File: src/design/port_strap_defines.svh
`ifndef PORT_STRAP_DEFINES_SVH
`define PORT_STRAP_DEFINES_SVH
// Register byte addresses (one 32-bit word each)
`define PORT1_PIN_INPUT_ADDR 8'h00
`define PORT1_OUTPUT_DATA_ADDR 8'h04
`define PORT1_DIRECTION_ADDR 8'h08
`define PORT1_FUNCTION_SELECT_ADDR 8'h0C
`define PORT2_PIN_INPUT_ADDR 8'h10
`define PORT2_OUTPUT_DATA_ADDR 8'h14
`define PORT2_DIRECTION_ADDR 8'h18
`define PORT2_FUNCTION_SELECT_ADDR 8'h1C
`define PORT5_PIN_INPUT_ADDR 8'h20
`define PORT5_OUTPUT_DATA_ADDR 8'h24
`define PORT5_DIRECTION_ADDR 8'h28
`define PORT5_FUNCTION_SELECT_ADDR 8'h2C
`define PORT6_PIN_INPUT_ADDR 8'h30
`define PORT6_OUTPUT_DATA_ADDR 8'h34
`define PORT6_DIRECTION_ADDR 8'h38
`define PORT6_FUNCTION_SELECT_ADDR 8'h3C
`define PORT0_PIN_INPUT_ADDR 8'h40
`define ANALOG_CONTROL_ADDR 8'h44
`define ANALOG_RESULT_ADDR 8'h48
// Hard-wired bit masks per port
`define PORT1_FIXED_MASK 8'hF0
`define PORT2_FIXED_MASK 8'h28
`define PORT5_FIXED_MASK 8'h82
`define PORT6_FIXED_MASK 8'h0C
`define PORT0_FIXED_MASK 8'h03
// Values read from hard-wired bits
`define PIN_FIXED_VALUE 8'hFF
`define PORT1_FUNC_FIXED_VALUE 8'h00
`define PORT2_FUNC_FIXED_VALUE 8'h00
`define PORT5_FUNC_FIXED_VALUE 8'h80
`define PORT6_FUNC_FIXED_VALUE 8'h00
`define PORT0_FIXED_VALUE 8'h00
// Clock output bit within port 2
`define CLOCK_OUTPUT_BIT 7
// Reset values
`define OUTPUT_DATA_RESET 8'hFF
`define DIRECTION_RESET 8'hFF
`define FUNCTION_SELECT_RESET 8'h00
// Analog converter
`define ANALOG_FULL_SCALE 10'h3FF
`define ANALOG_CHAN_SEL_LSB 0
`define ANALOG_START_BIT 8
`define ANALOG_BUSY_BIT 16
`define ANALOG_DONE_BIT 17
`define ANALOG_CONV_CYCLES 8'h10
`endif

File: src/design/port_strap_pkg.sv
package port_strap_pkg;
	typedef logic [7:0] portByte_t;
	typedef logic [2:0] analogChannel_t;
	typedef enum logic [1:0] {
		ANALOG_IDLE,
		ANALOG_CONVERT
	} analogState_t;
endpackage : port_strap_pkg

File: src/design/removed_pin_port_strapping.sv
`timescale 1ns/1ps
`include "port_strap_defines.svh"

module removed_pin_port_strapping #(
	parameter int CONV_CYCLES = 16
) (
	input wire logic mclk,
	input wire logic rstn,
	input wire logic clkEn,
	input wire logic [7:0] avsAddress,
	input wire logic avsRead,
	input wire logic avsWrite,
	input wire logic [31:0] avsWriteData,
	input wire logic [3:0] avsByteEnable,
	output logic [31:0] avsReadData,
	output logic avsWaitRequest,
	input wire port_strap_pkg::portByte_t port0PinIn,
	input wire logic [9:0] analogSampleIn,
	input wire port_strap_pkg::portByte_t port1PinIn,
	input wire port_strap_pkg::portByte_t port2PinIn,
	input wire port_strap_pkg::portByte_t port5PinIn,
	input wire port_strap_pkg::portByte_t port6PinIn,
	output port_strap_pkg::portByte_t port1Out,
	output port_strap_pkg::portByte_t port1OutEn,
	output port_strap_pkg::portByte_t port2Out,
	output port_strap_pkg::portByte_t port2OutEn,
	output port_strap_pkg::portByte_t port5Out,
	output port_strap_pkg::portByte_t port5OutEn,
	output port_strap_pkg::portByte_t port6Out,
	output port_strap_pkg::portByte_t port6OutEn
);
	import port_strap_pkg::*;

	localparam int NPORT = 4;
	localparam portByte_t FIXED_MASK [NPORT] = '{`PORT1_FIXED_MASK, `PORT2_FIXED_MASK,
		`PORT5_FIXED_MASK, `PORT6_FIXED_MASK};
	localparam portByte_t FUNC_FIXED [NPORT] = '{`PORT1_FUNC_FIXED_VALUE, `PORT2_FUNC_FIXED_VALUE,
		`PORT5_FUNC_FIXED_VALUE, `PORT6_FUNC_FIXED_VALUE};
	localparam logic [7:0] CONV_LAST = 8'(CONV_CYCLES - 1);

	// Per-port storage: output data, direction (1 = input), function select (1 = open-drain)
	portByte_t dataQ [NPORT];
	portByte_t dirQ [NPORT];
	portByte_t funcQ [NPORT];
	portByte_t pinIn [NPORT];
	portByte_t pinRead [NPORT];
	portByte_t dataRead [NPORT];
	portByte_t dirRead [NPORT];
	portByte_t funcRead [NPORT];
	portByte_t portOutD [NPORT];
	portByte_t portOenD [NPORT];
	portByte_t portOutQ [NPORT];
	portByte_t portOenQ [NPORT];

	assign pinIn[0] = port1PinIn;
	assign pinIn[1] = port2PinIn;
	assign pinIn[2] = port5PinIn;
	assign pinIn[3] = port6PinIn;

	wire logic accessReq = (avsRead | avsWrite) & clkEn;
	wire logic [5:0] wordIdx = avsAddress[7:2];
	// Waitrequest drops for one cycle, the cycle after a request is seen
	logic waitQ;
	wire logic ack = ~waitQ;
	// Write lands at the edge where waitrequest is sampled low
	wire logic writeTake = avsWrite & clkEn & ack;
	wire logic loadLane = avsByteEnable[0];

	genvar p;
	generate
		for (p = 0; p < NPORT; p++) begin : gPort
			wire logic wrData = writeTake & loadLane & (wordIdx == 6'(4 * p + 1));
			wire logic wrDir = writeTake & loadLane & (wordIdx == 6'(4 * p + 2));
			wire logic wrFunc = writeTake & loadLane & (wordIdx == 6'(4 * p + 3));
			always_ff @(posedge mclk or negedge rstn) begin
				if (!rstn) begin
					dataQ[p] <= `OUTPUT_DATA_RESET;
					dirQ[p] <= `DIRECTION_RESET;
					funcQ[p] <= `FUNCTION_SELECT_RESET;
					portOutQ[p] <= 8'h00;
					portOenQ[p] <= 8'h00;
				end else if (clkEn) begin
					if (wrData)
						dataQ[p] <= avsWriteData[7:0];
					if (wrDir)
						dirQ[p] <= avsWriteData[7:0];
					if (wrFunc)
						funcQ[p] <= avsWriteData[7:0];
					portOutQ[p] <= portOutD[p];
					portOenQ[p] <= portOenD[p];
				end
			end
			// Fixed bits override storage, so writes there have no visible effect
			assign pinRead[p] = (pinIn[p] & ~FIXED_MASK[p]) | (`PIN_FIXED_VALUE & FIXED_MASK[p]);
			assign dataRead[p] = (dataQ[p] & ~FIXED_MASK[p]) | (`PIN_FIXED_VALUE & FIXED_MASK[p]);
			assign dirRead[p] = (dirQ[p] & ~FIXED_MASK[p]) | (`PIN_FIXED_VALUE & FIXED_MASK[p]);
			assign funcRead[p] = (funcQ[p] & ~FIXED_MASK[p]) | (FUNC_FIXED[p] & FIXED_MASK[p]);
			// Open-drain drives only low, except the port 2 clock output bit; removed pins never drive
			assign portOenD[p] = ~dirRead[p] & ~FIXED_MASK[p]
				& ~(funcRead[p] & dataRead[p] & ~((p == 1) ? 8'(1 << `CLOCK_OUTPUT_BIT) : 8'h00));
			assign portOutD[p] = dataRead[p];
		end
	endgenerate

	assign port1Out = portOutQ[0];
	assign port1OutEn = portOenQ[0];
	assign port2Out = portOutQ[1];
	assign port2OutEn = portOenQ[1];
	assign port5Out = portOutQ[2];
	assign port5OutEn = portOenQ[2];
	assign port6Out = portOutQ[3];
	assign port6OutEn = portOenQ[3];

	wire portByte_t port0Read = port0PinIn & ~`PORT0_FIXED_MASK;

	// Analog converter front end
	analogState_t anaStateQ;
	analogState_t anaStateD;
	analogChannel_t anaChanQ;
	logic [7:0] anaCountQ;
	logic [9:0] anaResultQ;
	logic anaDoneQ;
	wire logic wrAnaCtl = writeTake & (wordIdx == 6'(`ANALOG_CONTROL_ADDR >> 2)) & avsByteEnable[1];
	wire logic anaStart = wrAnaCtl & avsWriteData[`ANALOG_START_BIT] & (anaStateQ == ANALOG_IDLE);
	wire logic anaFinish = (anaStateQ == ANALOG_CONVERT) & (anaCountQ == CONV_LAST);
	wire logic anaTiedRef = (anaChanQ == 3'h0) | (anaChanQ == 3'h1);
	wire logic [9:0] anaSample = anaTiedRef ? `ANALOG_FULL_SCALE : analogSampleIn;

	always_comb begin
		case (anaStateQ)
			ANALOG_IDLE: anaStateD = anaStart ? ANALOG_CONVERT : ANALOG_IDLE;
			ANALOG_CONVERT: anaStateD = anaFinish ? ANALOG_IDLE : ANALOG_CONVERT;
			default: anaStateD = ANALOG_IDLE;
		endcase
	end

	always_ff @(posedge mclk or negedge rstn) begin
		if (!rstn) begin
			anaStateQ <= ANALOG_IDLE;
			anaChanQ <= 3'h0;
			anaCountQ <= 8'h00;
			anaResultQ <= 10'h000;
			anaDoneQ <= 1'b0;
		end else if (clkEn) begin
			anaStateQ <= anaStateD;
			anaCountQ <= (anaStateQ == ANALOG_CONVERT) ? anaCountQ + 8'h01 : 8'h00;
			if (anaStart) begin
				anaChanQ <= avsWriteData[2:0];
				anaDoneQ <= 1'b0;
			end else if (anaFinish) begin
				anaResultQ <= anaSample;
				anaDoneQ <= 1'b1;
			end
		end
	end

	// Read multiplexer
	logic [31:0] readMux;
	always_comb begin
		readMux = 32'h0000_0000;
		if (wordIdx < 6'h10) begin
			case (wordIdx[1:0])
				2'h0: readMux = {24'h000000, pinRead[wordIdx[3:2]]};
				2'h1: readMux = {24'h000000, dataRead[wordIdx[3:2]]};
				2'h2: readMux = {24'h000000, dirRead[wordIdx[3:2]]};
				default: readMux = {24'h000000, funcRead[wordIdx[3:2]]};
			endcase
		end else if (wordIdx == 6'(`PORT0_PIN_INPUT_ADDR >> 2))
			readMux = {24'h000000, port0Read};
		else if (wordIdx == 6'(`ANALOG_CONTROL_ADDR >> 2))
			readMux = {14'h0000, anaDoneQ, anaStateQ == ANALOG_CONVERT, 13'h0000, anaChanQ};
		else if (wordIdx == 6'(`ANALOG_RESULT_ADDR >> 2))
			readMux = {22'h000000, anaResultQ};
	end

	always_ff @(posedge mclk or negedge rstn) begin
		if (!rstn) begin
			waitQ <= 1'b1;
			avsReadData <= 32'h0000_0000;
		end else if (clkEn) begin
			waitQ <= ~(accessReq & waitQ);
			if (avsRead & waitQ)
				avsReadData <= readMux;
		end
	end

	assign avsWaitRequest = waitQ;
endmodule : removed_pin_port_strapping

File: config.mk
export PLATFORM = sky130hd
export DESIGN_NAME = removed_pin_port_strapping
export DESIGN_NICKNAME = d
export VERILOG_FILES = /design/src/design/port_strap_pkg.sv /design/src/design/removed_pin_port_strapping.sv
export VERILOG_INCLUDE_DIRS = /design/src /design/src/design
export SDC_FILE = /design/constraint.sdc
export NUM_CORES = 1
export LEC_CHECK = 0
export ABC_CLOCK_PERIOD_IN_PS = 2200
export BUFFER_PORTS_ARGS = -buffer_cell sky130_fd_sc_hd__clkbuf_2
export CAP_MARGIN = 20
export CORE_ASPECT_RATIO = 1.75
export CORE_MARGIN = 2
export CORE_UTILIZATION = 35
export CTS_BUF_LIST = sky130_fd_sc_hd__clkbuf_4
export DETAILED_ROUTE_END_ITERATION = 7
export SLEW_MARGIN = 20
export SYNTH_ARGS = -nofsm -noshare
export SYNTH_HDL_FRONTEND = slang
export SYNTH_SLANG_ARGS = --single-unit
File: constraint.sdc
create_clock -name mclk -period 2.2 [get_ports mclk]
set_input_delay 0.11 -clock mclk [delete_from_list [all_inputs] [get_ports mclk]]
set_output_delay 0.11 -clock mclk [all_outputs]
set_load 0.005 [all_outputs]
== Word-level counts from Yosys, hierarchy flattened ==
Index checks and enable logic that the tools add are counted.

* Output and inout port bits: 97
* Flip-flop bits (word level): 199
* Memory bits (writable): 0
* Bits of input ports: 99
* Bits in latches: 0
* Memories kept: 0
* ROM bits: 0
* Word-level logic and storage cells: 139

* $lt $le $gt $ge: 2
* Div/mod/pow operators: 0
* Bitwise gates (word level): 45
* Multiply operators: 0
* Equal/unequal tests: 20
* Add/sub/neg operators: 1
* Multiplexer cells: 24
* Reductions and logical operators: 20
* Shift operators: 0

{| class="wikitable"
|+ Operators with widths
! cell !! number
|-
| two-way mux 8 bit || 9
|-
| binary-select mux 8 bit (select 2 bit) || 4
|-
| inverter 8 bit || 5
|-
| equality test 6 x 4 -> 1 bit (second input constant) || 6
|-
| two-way mux 18 bit || 2
|-
| AND 8 bit || 4
|-
| two-way mux 32 bit || 1
|-
| AND reduction 2 bit || 15
|-
| case mux 8 bit (3 select lines) || 1
|-
| AND 1 bit || 23
|-
| two-way mux 10 bit || 2
|-
| equality test 6 x 3 -> 1 bit (second input constant) || 3
|-
| equality test 6 x 5 -> 1 bit (second input constant) || 3
|-
| AND 4 x 8 -> 8 bit || 2
|-
| equality test 6 x 2 -> 1 bit (second input constant) || 2
|-
| adder 8 x 1 -> 8 bit (second input constant) || 1
|-
| AND 7 x 8 -> 8 bit || 1
|-
| equality test 8 x 4 -> 1 bit (second input constant) || 1
|-
| inverter 7 -> 8 bit || 1
|-
| AND 7 bit || 1
|-
| inverter 7 bit || 1
|-
| equality test 6 x 1 -> 1 bit (second input constant) || 1
|-
| < comparator 6 x 5 -> 1 bit (second input constant) || 1
|-
| equality test 2 x 1 -> 1 bit (second input constant) || 2
|-
| 13 further kinds || 20
|}

== Depth between registers and ports, before layout ==
* Word-level depth: 8
* Gate-level depth with buffers: 7
* Gate-level depth less buffers: 5

== Least setup slack after synthesis ==
Ideal clock, no wire load.

* Path kind: reg-to-reg
* Start point: register anaCountQ[0]
* End point: register anaResultQ[0]
* Stages on the path, launching flop included: 7
* Path buffers: 1
* Setup time: 0.079 ns
* Path slack: 0.475 ns
* Period minus slack after synthesis: 1.725 ns
* Arrival: 1.646 ns
* Required time: 2.121 ns
* Cells stage by stage: dfrtp_1 ha_1 nand3_1 or3_1 nor4_4 buf_4 mux2i_1

* Longest elaborated chain between the ends: 3

{| class="wikitable"
|+ Ends and longest elaborated chain
! what !! line !! RTL
|-
| start: declaration || removed_pin_port_strapping.sv:120 || <nowiki>logic [7:0] anaCountQ;</nowiki>
|-
| start signal: assignment || removed_pin_port_strapping.sv:146 || <nowiki>anaCountQ <= (anaStateQ == ANALOG_CONVERT) ? anaCountQ + 8'h01 : 8'h00;</nowiki>
|-
| equality test 8 x 4 -> 1 bit || removed_pin_port_strapping.sv:125 || <nowiki>wire logic anaFinish = (anaStateQ == ANALOG_CONVERT) & (anaCountQ == CONV_LAST);</nowiki>
|-
| AND 1 bit || removed_pin_port_strapping.sv:125 ||
|-
| AND reduction 3 bit (no source line) || -- ||
|-
| end signal: assignment || removed_pin_port_strapping.sv:151 || <nowiki>anaResultQ <= anaSample;</nowiki>
|-
| end: declaration || removed_pin_port_strapping.sv:121 || <nowiki>logic [9:0] anaResultQ;</nowiki>
|}

No other way between the ends.
A chain may end at the register's enable or synchronous reset.

== Worst setup path in the final report ==
* Start point: register waitQ, in the netlist avsWaitRequest
* End point: register waitQ, in the netlist avsWaitRequest

* Longest elaborated chain between the ends: 2

{| class="wikitable"
|+ Ends and longest elaborated chain
! what !! line !! RTL
|-
| start: declaration || removed_pin_port_strapping.sv:63 || <nowiki>logic waitQ;</nowiki>
|-
| start signal: assignment || removed_pin_port_strapping.sv:181 || <nowiki>waitQ <= ~(accessReq & waitQ);</nowiki>
|-
| AND 1 bit || removed_pin_port_strapping.sv:181 ||
|-
| inverter 1 bit || removed_pin_port_strapping.sv:181 ||
|}

No other way between the ends.

==> summary.txt <==
max-cap viol count = 0
asr flop ratio synth = 100%
R2R Path Start = avsWaitRequest
antenna viol nets, final = 0
worst min-delay path startpoint = avsAddress[6]
routability-driven placement congestion ratio = 0.784
P_leak = 3.98 nW
worst slew pin tran = 0.676 ns
number of synthesized register bits = 147
DRC = 0
Post-Synthesis Cells = 577
H-tree levels = 4
CTS tree = built
final WL = 18700 um
number of synthesis warnings = 0
f_max = 503 MHz
drt initial violations = 314
reg2reg path depth = 4
Final Slew Violations = 0
maximum vdd ir drop = 0.305 mV
top cells by area, synth = dfrtp_1 35%, mux2_2 19%, dfstp_2 16%
Synth top area share = 35.5%
Root Buffer = clkbuf_4
setup TNS = 0 ns
nets@finish = 853
initial antenna violation count = 1
starting density of the core = 35.6%
core area = 20200 um2
Max transition margin = 54.8%
Startpoint Class = flip-flop
Final min period = 1.99 ns
Crit. End Element = flip-flop
Worst setup startpoint = avsWaitRequest
number of gates resized after cts = 0
most used cell, CP = dlygate4sd3_1
filler cell count = 1969
most frequent cells in the layout = 125 x clkbuf_2, 121 x mux2_2, 102 x dfrtp_1
die area = 21800 um2
commonest non-fill, non-tap cell in the layout = clkbuf_2
Tot Pwr = 0.00545 W
leading area contributor after synthesis = dfrtp_1
Inserted Clock Buffers = 17
pwr dens = 627 nW/um2
layout cells sized above 1 = 48.4%
clk sink count = 147
CP Class = flip-flop to flip-flop
worst skew pair latency = 0.56 ns
vias in the first global route = 5284
die height = 194 um
Clock Path Buffers = 2
Total Routing Usage GR = 17.6%
first-pass GRT wire length = 29500 um
RSZ-0062 raised after global routing = no
sequential area share after synthesis = 51.9%
WP data required = 2.70 ns
Slowest cell on crit path = dfstp_2
Sequential cell area = 3730 um2
cells along the critical path = o211ai_1 -> dlygate4sd3_1 -> o21a_1 -> dlygate4sd3_1
Reg clk slew, reported paths = 0.14 ns
Port Buf Inserts = 126
vias post-DR = 5114
dpl hpwl = 13900 um
row count = 69
CP bufs+invs = 2
Top delay family on crit path = buffers and inverters
WL per Instance = 18.5 um
pin count of the biggest net entering global routing = 66
area of the multi-input gates = 3040 um2
syn_area_per_cell = 12.5 um2
buffer count from post-CTS setup fixing = 0
WHS Path Cells = 4
Die X = 112 um
Max FO, Critical Path = 7
GR Overflow Total = 0
Fin Clk Skew = 0.0173 ns
DRT Pass-1 Iters = 5
CP peak stage delay = 0.62 ns
period utilization = 90.4%
area grow syn2layout = 20.9%
CP arrival = 2.49 ns
final hold slack = 0.0550 ns
final count of hold timing violations = 0
Post-Route Utilization = 43.1%
status = finished clean
DR vias/cell = 5.04
cell area after synthesis = 7200 um2
number of flops mapped to enable cells by yosys = 0
Final Setup Violations = 0
IO Count = 196
cell count along the critical path = 4
Post-synth top flop = dfrtp_1
Hold Crit Class = input pin to flip-flop
Netlist cell types = 59
repair_timing:
action / in CTS / in global routing
setup endpoints to repair: 0 / 0
endpoints found under the hold margin: 209 / 0
hold buffers: 32 / 0
worst min-delay path: stages:
cell and delay, ns:
clkbuf_2 0.10, nor4b_4 0.15, nand2_1 0.15, o31ai_1 0.09
final cells by class:
cell class | instances | area share (%)
flip-flops and latches | 147 | 42.9
multi-input cells | 373 | 34.9
repair buffers | 194 | 14.4
well taps | 248 | 3.57
clock inverters | 15 | 1.80
clock buffers | 17 | 1.47
inverters | 20 | 0.863
diodes | 1 | 0.0288
through the flow:
step	area [um2]	instances	worst slack, ns
6_report	8700	1015	0.212
5_1_grt	8700	1015	0.145
4_1_cts	8700	1014	0.218
3_5_place_dp	8090	950	0.251
3_3_place_gp	8090	950	0.293
2_1_floorplan	7310	606	0.475
metal layers:
metal	vias up	global-route usage, %	share of wire [%]
met5	-	0	0
met4	0	5.65	1.8
met3	17	3.13	3.8
met2	151	30.7	52
met1	2550	21.9	42
li1	2396	-	-
cell families (layout without fill, tap and decap cells):
| kind of cell | after synthesis | after routing | synth area share [%] |
|---|---|---|---|
| xor gates and xnor gates | 1 | 1 | 0.122 |
| AOI/OAI and AO/OA | 90 | 90 | 8.66 |
| muxes | 150 | 150 | 24.3 |
| DFF | 147 | 147 | 51.9 |
| adders and majority gates | 1 | 1 | 0.174 |
| buffers and inverters | 86 | 246 | 7.39 |
| other | 1 | 31 | 0.0521 |
| and+or+nand+nor | 101 | 101 | 7.42 |
cells in the mapped netlist (all sizes together), types with 5 or more instances:
cell	n
mux2i	22
a21oi	27
o21ai	10
nand2	18
nand3	12
mux2	121
a211oi	6
nor2	30
o22ai	6
mux4	7
dfstp	45
dfrtp	102
nor3	8
buf	58
inv	20
a221oi	8
o221ai	5
clkbuf	8
state kept, by name, indices dropped and copies added (netlist names), 7 cells and up:
register     flops
dataQ           22
funcQ           22
anaCountQ        8
avsReadData     12
dirQ            22
anaResultQ      10
port2Out         7
final timing paths:
check,to,slack [ns]
max,avsWaitRequest,0.21
min,avsReadData[16],0.06
max reg2reg,avsWaitRequest,0.21
min reg2reg,avsReadData[9],0.49
max in group asynchronous,dirQ[5],1.38
min in group asynchronous,port5OutEn[3],0.09
power by group:
part,internal (W),total (W),leakage [nW],switching [W]
clock network,0.000682,0.00170,0.154,0.00101
registers,0.00287,0.00301,1.69,0.000136
logic,0.000354,0.000745,2.14,0.000391
total,0.00391,0.00545,3.98,0.00154
Note: power is estimated with default switching activity, not from simulation.
